### src/rtl/cbrs_consts.svh
// constants of the configuration backup and restore sequencer
// Operation
// The controller starts an upload or download with a request strobe that rests low and is high at least one cycle.
// An operation that does not finish in one cycle raises busy and keeps it high until it finishes.
// The result code is valid from the fall of busy until the next request strobe.
// Storage uses at most four consecutive storage blocks starting at the first storage block number.
// The storage block size lies in the allowed range and bounds the configuration bytes that fit.
// Upload with a missing or wrongly sized first block makes a fresh upload that overwrites old data.
// Upload with a valid block compares module and stored CRC and ends with result 0 when they match.
// Upload with differing CRCs copies configuration sub-indices 1 to 127 into storage, spilling into more blocks.
// Any upload error clears the stored CRC to zero so the next call uploads in full; the code leaves it unchanged on not-master and bad-size refusals.
// Download compares the CRCs and stops with an error when the first block is missing or wrongly sized.
// Download with matching CRCs ends at once with result 0 and writes no configuration.
// Download with differing CRCs writes sub-indices 1 to 127 and aborts on any missing or wrongly sized block.
// A successful download commits the configuration by writing the save signature to the store object.
// The block size used for download equals the one used for upload.
// Upload and download work only while the module is network master.
// All data moves over record read and record write transfers.
// A request while busy is ignored and each operation yields exactly one result code.
`ifndef CBRS_CONSTS_SVH
`define CBRS_CONSTS_SVH

// configuration object and its sub-index range
`define CBRS_CFG_OBJ 16'h1F22
`define CBRS_SUB_FIRST 8'h01
`define CBRS_SUB_LAST 8'h7F
// module CRC location
`define CBRS_CRC_OBJ 16'h1F23
`define CBRS_CRC_SUB 16'h0000
// store-parameters object and save signature
`define CBRS_STORE_OBJ 16'h1010
`define CBRS_STORE_SUB 16'h0001
`define CBRS_SAVE_SIG 32'h65766173
// block size range and storage layout
`define CBRS_SIZE_MIN 16'h0106
`define CBRS_SIZE_MAX 16'hC350
`define CBRS_CRC_OFS 16'h0000
`define CBRS_DATA_OFS 16'h0004
`define CBRS_WORD_BYTES 17'h00004
`define CBRS_LAST_BLK 2'h3
// result codes
`define CBRS_RC_OK 16'h0000
`define CBRS_RC_NOT_MASTER 16'h8001
`define CBRS_RC_NO_BLOCK 16'h8002
`define CBRS_RC_REC_ERR 16'h8003
`define CBRS_RC_OVERFLOW 16'h8004
`define CBRS_RC_BAD_SIZE 16'h8005

`endif

### src/rtl/cbrs_pkg.sv
// types of the configuration backup and restore sequencer
package cbrs_pkg;

    // one transfer request: record (sel=index, addr=sub) or storage (sel=block, addr=byte)
    typedef struct packed {
        logic wr;
        logic [15:0] sel;
        logic [15:0] addr;
        logic [31:0] data;
    } cbrs_xfer_t;

    // answer: err also flags a missing storage block, size is the block size
    typedef struct packed {
        logic err;
        logic [15:0] size;
        logic [31:0] data;
    } cbrs_resp_t;

    typedef enum logic [2:0] {
        S_IDLE = 3'b000,
        S_HDR = 3'b001,
        S_CRC = 3'b010,
        S_GET = 3'b011,
        S_PUT = 3'b100,
        S_SAVE = 3'b101,
        S_WCRC = 3'b110
    } cbrs_state_t;

endpackage

### src/rtl/cbrs_xfer.sv
// one outstanding transfer towards the record port or the storage port
`timescale 1ns/100ps
module cbrs_xfer (
    // clock and reset
    input wire logic i_clk,
    input wire logic i_sys_rst,
    // sequencer side
    input wire logic i_go,
    input wire cbrs_pkg::cbrs_xfer_t i_cmd,
    output logic o_done,
    output cbrs_pkg::cbrs_resp_t o_resp,
    // transfer side
    output logic o_req_valid,
    output cbrs_pkg::cbrs_xfer_t o_req,
    input wire logic i_resp_valid,
    input wire cbrs_pkg::cbrs_resp_t i_resp
);

    // request stays up until answered; the sequencer never issues a second one early
    always_ff @(posedge i_clk) begin
        if (i_sys_rst) begin
            o_req_valid <= 1'b0;
            o_req <= '0;
        end else if (i_go) begin
            o_req_valid <= 1'b1;
            o_req <= i_cmd;
        end else if (i_resp_valid) begin
            o_req_valid <= 1'b0;
        end
    end

    // answer is registered so the sequencer sees stable data with the done pulse
    always_ff @(posedge i_clk) begin
        if (i_sys_rst) begin
            o_done <= 1'b0;
            o_resp <= '0;
        end else begin
            o_done <= o_req_valid & i_resp_valid;
            if (o_req_valid & i_resp_valid) begin
                o_resp <= i_resp;
            end
        end
    end

endmodule // cbrs_xfer

### src/rtl/cbrs_seq.sv
// configuration backup and restore sequencer
`timescale 1ns/100ps
`include "cbrs_consts.svh"
module cbrs_seq (
    // clock and reset
    input wire logic i_clk,
    input wire logic i_sys_rst,
    // request from the controller program
    input wire logic i_req,
    input wire logic i_upload,
    input wire logic i_master_mode,
    input wire logic [15:0] i_first_store_block,
    input wire logic [15:0] i_store_block_size,
    // status
    output logic o_busy,
    output logic o_result_valid,
    output logic [15:0] o_result_code,
    // record read / record write port towards the module
    output logic o_rec_valid,
    output cbrs_pkg::cbrs_xfer_t o_rec,
    input wire logic i_rec_valid,
    input wire cbrs_pkg::cbrs_resp_t i_rec,
    // storage block port
    output logic o_st_valid,
    output cbrs_pkg::cbrs_xfer_t o_st,
    input wire logic i_st_valid,
    input wire cbrs_pkg::cbrs_resp_t i_st
);

    cbrs_pkg::cbrs_state_t state;
    cbrs_pkg::cbrs_state_t next_state;
    logic req_q;
    logic req_rise;
    logic dir_up;
    logic fresh;
    logic [15:0] first_blk;
    logic [15:0] blk_size;
    logic [31:0] stored_crc;
    logic [31:0] mod_crc;
    logic [1:0] cur_n;
    logic [15:0] cur_off;
    logic [7:0] sub;
    logic [15:0] pend;
    logic [15:0] next_pend;
    logic rec_go, st_go, rec_done, st_done;
    cbrs_pkg::cbrs_xfer_t rec_cmd, st_cmd;
    cbrs_pkg::cbrs_resp_t rec_resp, st_resp;
    logic fin, fail, adv, restart, do_get;
    logic [15:0] fin_code, fail_code;
    logic size_bad, hdr_ok, wrap, ovf;
    logic [16:0] nxt_off;
    logic [1:0] g_n;
    logic [15:0] g_off;
    logic [7:0] g_sub;

    function automatic cbrs_pkg::cbrs_xfer_t mk(input logic wr, input logic [15:0] sel,
                                                input logic [15:0] addr, input logic [31:0] data);
        mk = '{wr: wr, sel: sel, addr: addr, data: data};
    endfunction

    // strobe edge detect
    assign req_rise = i_req & ~req_q;
    // block size range
    assign size_bad = (i_store_block_size < `CBRS_SIZE_MIN) || (i_store_block_size > `CBRS_SIZE_MAX);
    // block size must match
    assign hdr_ok = !st_resp.err && (st_resp.size == blk_size);
    // busy while running
    assign o_busy = (state != cbrs_pkg::S_IDLE);

    // next word position, spilling into the next of four blocks
    assign nxt_off = {1'b0, cur_off} + `CBRS_WORD_BYTES;
    assign wrap = (nxt_off + `CBRS_WORD_BYTES) > {1'b0, blk_size};
    assign ovf = wrap && (cur_n == `CBRS_LAST_BLK);
    assign g_n = restart ? 2'h0 : (wrap ? cur_n + 2'h1 : cur_n);
    assign g_off = restart ? `CBRS_DATA_OFS : (wrap ? 16'h0000 : nxt_off[15:0]);
    assign g_sub = restart ? `CBRS_SUB_FIRST : sub + 8'h01;

    // sequencing decisions; transfers are launched on the transition into a wait state
    always_comb begin
        next_state = state;
        rec_go = 1'b0;
        st_go = 1'b0;
        rec_cmd = '0;
        st_cmd = '0;
        fin = 1'b0;
        fin_code = pend;
        next_pend = pend;
        fail = 1'b0;
        fail_code = `CBRS_RC_OK;
        adv = 1'b0;
        restart = 1'b0;
        do_get = 1'b0;
        unique case (state)
            cbrs_pkg::S_IDLE: begin
                // requests only taken while idle
                if (req_rise) begin
                    // master mode only
                    if (!i_master_mode) begin
                        fin = 1'b1;
                        fin_code = `CBRS_RC_NOT_MASTER;
                    end else if (size_bad) begin
                        fin = 1'b1;
                        fin_code = `CBRS_RC_BAD_SIZE;
                    end else begin
                        st_go = 1'b1;
                        st_cmd = mk(1'b0, i_first_store_block, `CBRS_CRC_OFS, 32'h00000000);
                        next_state = cbrs_pkg::S_HDR;
                    end
                end
            end
            cbrs_pkg::S_HDR: begin
                if (st_done) begin
                    // fresh upload when first block unusable
                    // download needs a usable first block
                    if (hdr_ok || dir_up) begin
                        rec_go = 1'b1;
                        rec_cmd = mk(1'b0, `CBRS_CRC_OBJ, `CBRS_CRC_SUB, 32'h00000000);
                        next_state = cbrs_pkg::S_CRC;
                    end else begin
                        fin = 1'b1;
                        fin_code = `CBRS_RC_NO_BLOCK;
                        next_state = cbrs_pkg::S_IDLE;
                    end
                end
            end
            cbrs_pkg::S_CRC: begin
                if (rec_done) begin
                    // equal CRC ends the operation
                    if (rec_resp.err) begin
                        fail = 1'b1;
                        fail_code = `CBRS_RC_REC_ERR;
                    end else if (!fresh && rec_resp.data == stored_crc) begin
                        fin = 1'b1;
                        fin_code = `CBRS_RC_OK;
                        next_state = cbrs_pkg::S_IDLE;
                    end else begin
                        restart = 1'b1;
                        do_get = 1'b1;
                    end
                end
            end
            cbrs_pkg::S_GET: begin
                if (dir_up ? rec_done : st_done) begin
                    // every block checked for presence and size
                    if (dir_up ? rec_resp.err : !hdr_ok) begin
                        fail = 1'b1;
                        fail_code = dir_up ? `CBRS_RC_REC_ERR : `CBRS_RC_NO_BLOCK;
                    end else if (dir_up) begin
                        st_go = 1'b1;
                        st_cmd = mk(1'b1, first_blk + {14'h0000, cur_n}, cur_off, rec_resp.data);
                        next_state = cbrs_pkg::S_PUT;
                    end else begin
                        rec_go = 1'b1;
                        rec_cmd = mk(1'b1, `CBRS_CFG_OBJ, {8'h00, sub}, st_resp.data);
                        next_state = cbrs_pkg::S_PUT;
                    end
                end
            end
            cbrs_pkg::S_PUT: begin
                if (dir_up ? st_done : rec_done) begin
                    if (dir_up ? st_resp.err : rec_resp.err) begin
                        fail = 1'b1;
                        fail_code = dir_up ? `CBRS_RC_NO_BLOCK : `CBRS_RC_REC_ERR;
                    end else if (sub == `CBRS_SUB_LAST) begin
                        if (dir_up) begin
                            // upload finishes by storing the new CRC
                            st_go = 1'b1;
                            st_cmd = mk(1'b1, first_blk, `CBRS_CRC_OFS, mod_crc);
                            next_pend = `CBRS_RC_OK;
                            next_state = cbrs_pkg::S_WCRC;
                        end else begin
                            // commit with the save signature
                            rec_go = 1'b1;
                            rec_cmd = mk(1'b1, `CBRS_STORE_OBJ, `CBRS_STORE_SUB, `CBRS_SAVE_SIG);
                            next_state = cbrs_pkg::S_SAVE;
                        end
                    end else if (ovf) begin
                        fail = 1'b1;
                        fail_code = `CBRS_RC_OVERFLOW;
                    end else begin
                        adv = 1'b1;
                        do_get = 1'b1;
                    end
                end
            end
            cbrs_pkg::S_SAVE: begin
                if (rec_done) begin
                    fin = 1'b1;
                    fin_code = rec_resp.err ? `CBRS_RC_REC_ERR : `CBRS_RC_OK;
                    next_state = cbrs_pkg::S_IDLE;
                end
            end
            cbrs_pkg::S_WCRC: begin
                if (st_done) begin
                    fin = 1'b1;
                    next_state = cbrs_pkg::S_IDLE;
                end
            end
            default: next_state = cbrs_pkg::S_IDLE;
        endcase
        // fetch one configuration word
        if (do_get) begin
            next_state = cbrs_pkg::S_GET;
            if (dir_up) begin
                rec_go = 1'b1;
                rec_cmd = mk(1'b0, `CBRS_CFG_OBJ, {8'h00, g_sub}, 32'h00000000);
            end else begin
                st_go = 1'b1;
                st_cmd = mk(1'b0, first_blk + {14'h0000, g_n}, g_off, 32'h00000000);
            end
        end
        // an upload error clears the stored CRC before reporting
        if (fail) begin
            next_pend = fail_code;
            if (dir_up) begin
                st_go = 1'b1;
                st_cmd = mk(1'b1, first_blk, `CBRS_CRC_OFS, 32'h00000000);
                next_state = cbrs_pkg::S_WCRC;
            end else begin
                fin = 1'b1;
                fin_code = fail_code;
                next_state = cbrs_pkg::S_IDLE;
            end
        end
    end

    // state and strobe history
    always_ff @(posedge i_clk) begin
        if (i_sys_rst) begin
            state <= cbrs_pkg::S_IDLE;
            req_q <= 1'b0;
            pend <= `CBRS_RC_OK;
        end else begin
            state <= next_state;
            req_q <= i_req;
            pend <= next_pend;
        end
    end

    // operation parameters latched at start; later changes are ignored
    always_ff @(posedge i_clk) begin
        if (i_sys_rst) begin
            dir_up <= 1'b0;
            first_blk <= 16'h0000;
            blk_size <= 16'h0000;
        end else if (state == cbrs_pkg::S_IDLE && req_rise) begin
            dir_up <= i_upload;
            first_blk <= i_first_store_block;
            blk_size <= i_store_block_size;
        end
    end

    // CRCs and fresh-upload flag
    always_ff @(posedge i_clk) begin
        if (i_sys_rst) begin
            fresh <= 1'b0;
            stored_crc <= 32'h00000000;
            mod_crc <= 32'h00000000;
        end else begin
            if (state == cbrs_pkg::S_HDR && st_done) begin
                fresh <= !hdr_ok;
                stored_crc <= st_resp.data;
            end
            if (state == cbrs_pkg::S_CRC && rec_done) begin
                mod_crc <= rec_resp.data;
            end
        end
    end

    // word position walk
    always_ff @(posedge i_clk) begin
        if (i_sys_rst) begin
            cur_n <= 2'h0;
            cur_off <= `CBRS_DATA_OFS;
            sub <= `CBRS_SUB_FIRST;
        end else if (restart || adv) begin
            cur_n <= g_n;
            cur_off <= g_off;
            sub <= g_sub;
        end
    end

    // result held until the next accepted strobe; fin wins over the clear
    always_ff @(posedge i_clk) begin
        if (i_sys_rst) begin
            o_result_valid <= 1'b0;
            o_result_code <= `CBRS_RC_OK;
        end else if (fin) begin
            o_result_valid <= 1'b1;
            o_result_code <= fin_code;
        end else if (state == cbrs_pkg::S_IDLE && req_rise) begin
            o_result_valid <= 1'b0;
        end
    end

    // record port carries every module access
    cbrs_xfer u_rec (
        .i_clk(i_clk),
        .i_sys_rst(i_sys_rst),
        .i_go(rec_go),
        .i_cmd(rec_cmd),
        .o_done(rec_done),
        .o_resp(rec_resp),
        .o_req_valid(o_rec_valid),
        .o_req(o_rec),
        .i_resp_valid(i_rec_valid),
        .i_resp(i_rec)
    );

    cbrs_xfer u_st (
        .i_clk(i_clk),
        .i_sys_rst(i_sys_rst),
        .i_go(st_go),
        .i_cmd(st_cmd),
        .o_done(st_done),
        .o_resp(st_resp),
        .o_req_valid(o_st_valid),
        .o_req(o_st),
        .i_resp_valid(i_st_valid),
        .i_resp(i_st)
    );
endmodule // cbrs_seq

### config.mk
export PLATFORM = sky130hd
export DESIGN_NAME = cbrs_seq
export DESIGN_NICKNAME = d
export VERILOG_FILES = /design/src/rtl/cbrs_pkg.sv /design/src/rtl/cbrs_xfer.sv /design/src/rtl/cbrs_seq.sv
export VERILOG_INCLUDE_DIRS = /design/src /design/src/rtl
export SDC_FILE = /design/constraint.sdc
export NUM_CORES = 1
export LEC_CHECK = 0
export BUFFER_PORTS_ARGS = -buffer_cell sky130_fd_sc_hd__buf_2
export CAP_MARGIN = 20
export CORE_MARGIN = 2
export CORE_UTILIZATION = 40
export CTS_BUF_LIST = sky130_fd_sc_hd__clkbuf_4 sky130_fd_sc_hd__clkbuf_8
export DETAILED_ROUTE_END_ITERATION = 8
export PLACE_DENSITY = 0.56
export SLEW_MARGIN = 15
export SYNTH_ARGS = -nofsm -noshare
export SYNTH_HDL_FRONTEND = slang
export SYNTH_HIERARCHICAL = 1
export SYNTH_SLANG_ARGS = --single-unit
### constraint.sdc
create_clock -name i_clk -period 6.33 [get_ports i_clk]
set_input_delay 0.3165 -clock i_clk [delete_from_list [all_inputs] [get_ports i_clk]]
set_output_delay 0.3165 -clock i_clk [all_outputs]
set_load 0.01 [all_outputs]
==> flow_summary.yaml <==
run_status:
  status: "finished, final reports clean"
pwr:
  power.total_w: 0.00547
  cellPowerDensity_mw_per_mm2: 244
  ir_drop_mv: 0.183
  p_leak_nw: 8.96
sta:
  setup_ws_ps: 444
  fin_worst_skew_ps: 27.3
  worst_pin_slew_ps: 1130
  setup_viol: 0
  min_period_over_period: 0.930
  slew_headroom: 0.245
  report.final.slew_viol_count: 0
  final-hold-violation-count: 0
  period_minus_slack_ps: 5890
  fmax_mhz: 170
critical_path:
  cp_slowest_cell: "dfxtp_1"
  slowest_delay_ps: 450
  worstSetupPathType: "register to register"
  end_kind: "register"
  crit_end: "u_st/o_req[63]"
  crit_arrival_ps: 6370
  rrSetupSlack_ps: 440
  timing.critical_path.from_type: "register"
  cpMostUsedCell: "nor2_1"
  startpoint: "cur_off[2]"
  timing.rr.start: "cur_off[2]"
  reg2reg_depth: 28
  r2r_end: "u_st/o_req[63]"
  required_ps: 6810
  path_max_fanout: 8
routing:
  wirelength_mm: 57.5
  drtAntennaViolNets: 0
  drt_iter0_drc: 1061
  dr.pass1.iters: 8
  vias: 16697
  drc: 0
  wl_per_cell_um: 18.3
  via_per_inst: 5.30
placement:
  dp_hpwl_mm: 38.1
  io_buffers: 258
  gp_congestion: 0.868
  dp_cells: 2923
  pre_cts_ws_ps: 430
floorplanning:
  die_height_um: 218
  core_area_mm2: 0.0454
  num_rows: 78
  die_area_mm2: 0.0477
  io_pins: 287
  fp.dieW_um: 218
  start_util: 0.405
finish:
  layout_common_cells: "350 x dfxtp_1, 288 x nand2_1, 256 x buf_2, 245 x a21oi_1, 209 x nor2_1"
  synthToLayoutAreaGrowth_pct: 21.7
  nets: 2675
  layout-drive-gt1-share: 0.211
  instances_no_fill: 3152
  nFillCells: 4427
  final_common_cell: "dfxtp_1"
cts:
  clk_path_buf_depth: 3
  cts.sinks: 353
  clk_latency_ps: 650
  path_clk_slew_ps: 60
  cts_tree: "built"
  cts_made_buffers: 67
  cts-htree-levels: 3
  cts_root_buf: "clkbuf_8"
synthesis:
  ys_warn_count: 6
  synth_area_per_cell_um2: 8.41
  syn_area_mm2: 0.0184
  syn_inst: 2187
job:
  cap_violations: 0
grt:
  antenna_found_initial: 1
  gr-usage-all-layers: 0.236
  grt_pass1_vias: 16108
  grt_pass1_wl_mm: 88.9
  gr-total-overflow: 0
  grt_start_max_net_pins: 196
hold_path:
  hold_path.class: "input port to register"
-- power breakdown --
| part | total (W) | switching [W] | internal [W] |
|---|---|---|---|
| sequential | 0.00237 | 0.0000906 | 0.00228 |
| clock | 0.00237 | 0.00100 | 0.00137 |
| combinational | 0.000726 | 0.000436 | 0.000291 |
| total | 0.00547 | 0.00153 | 0.00394 |
-- repair_timing --
item                                    4_1_cts  5_1_grt
endpoints found under the hold margin       116        0
resized for setup                             0        3
hold buffers                                116        0
endpoints found under the setup margin        0        6
setup buffers                                 0        0
-- metrics by stage --
step	instance area, um2	TNS (ps)	util	hold WS (ps)
after floorplan	18500	0	-	435
after detailed placement	19800	0	0.436	447
after global placement	19800	0	0.436	443
after global routing	22400	-24.9	0.493	228
final	22400	0	0.493	201
after CTS	22400	0	0.493	205
-- worst min path at each step --
stage | cells after the start | slack, ps | startpoint | to
2_1_floorplan | 2 | 430 | cur_off[1] | cur_off[1]
3_3_place_gp | 2 | 440 | mod_crc[2] | mod_crc[2]
3_5_place_dp | 2 | 450 | mod_crc[1] | mod_crc[1]
4_1_cts | 2 | 210 | i_sys_rst | u_rec/o_req[15]
5_1_grt | 2 | 230 | i_sys_rst | u_rec/o_req[9]
6_report | 2 | 200 | i_sys_rst | u_st/o_resp[11]
-- layout make-up --
type / count / area, um2 / area share
Tap cell: 600 / 751 / 0.0336
Clock inverter: 14 / 165 / 0.00738
Antenna cell: 1 / 2.50 / 0.000112
Clock buffer: 98 / 1230 / 0.0550
Multi-Input combinational cell: 1617 / 10100 / 0.450
Sequential cell: 353 / 7070 / 0.316
Timing Repair Buffer: 422 / 2910 / 0.130
Inverter: 47 / 176 / 0.00789
-- critical path, delay by kind of cell (launching register included) --
kind,cells,cell delay [ps]
compound gates,5,1090
flops,1,450
simple gates,14,2200
buf+inv,2,310
mux,2,420
fa+ha+maj,3,980
xor+xnor,2,300
-- per-layer routing --
metal	GRT usage	up-vias	part of all wire
met5	0	-	0
met4	0.0751	0	0.024
met1	0.291	7920	0.43
met3	0.0420	93	0.046
li1	-	8262	-
met2	0.413	422	0.50
-- sequential cells by signal, indices dropped and copies added, names as in the netlist --
name,flops
blk_size,16
cur_n,2
cur_off,16
dir_up,1
first_blk,16
fresh,1
mod_crc,32
o_result_code,4
o_result_valid,1
pend,4
req_q,1
state,3
stored_crc,32
sub,8
u_rec/o_done,1
u_rec/o_req,65
u_rec/o_req_valid,1
u_rec/o_resp,33
u_st/o_done,1
u_st/o_req,65
u_st/o_req_valid,1
u_st/o_resp,49
Power figures use the tool's default switching activity.
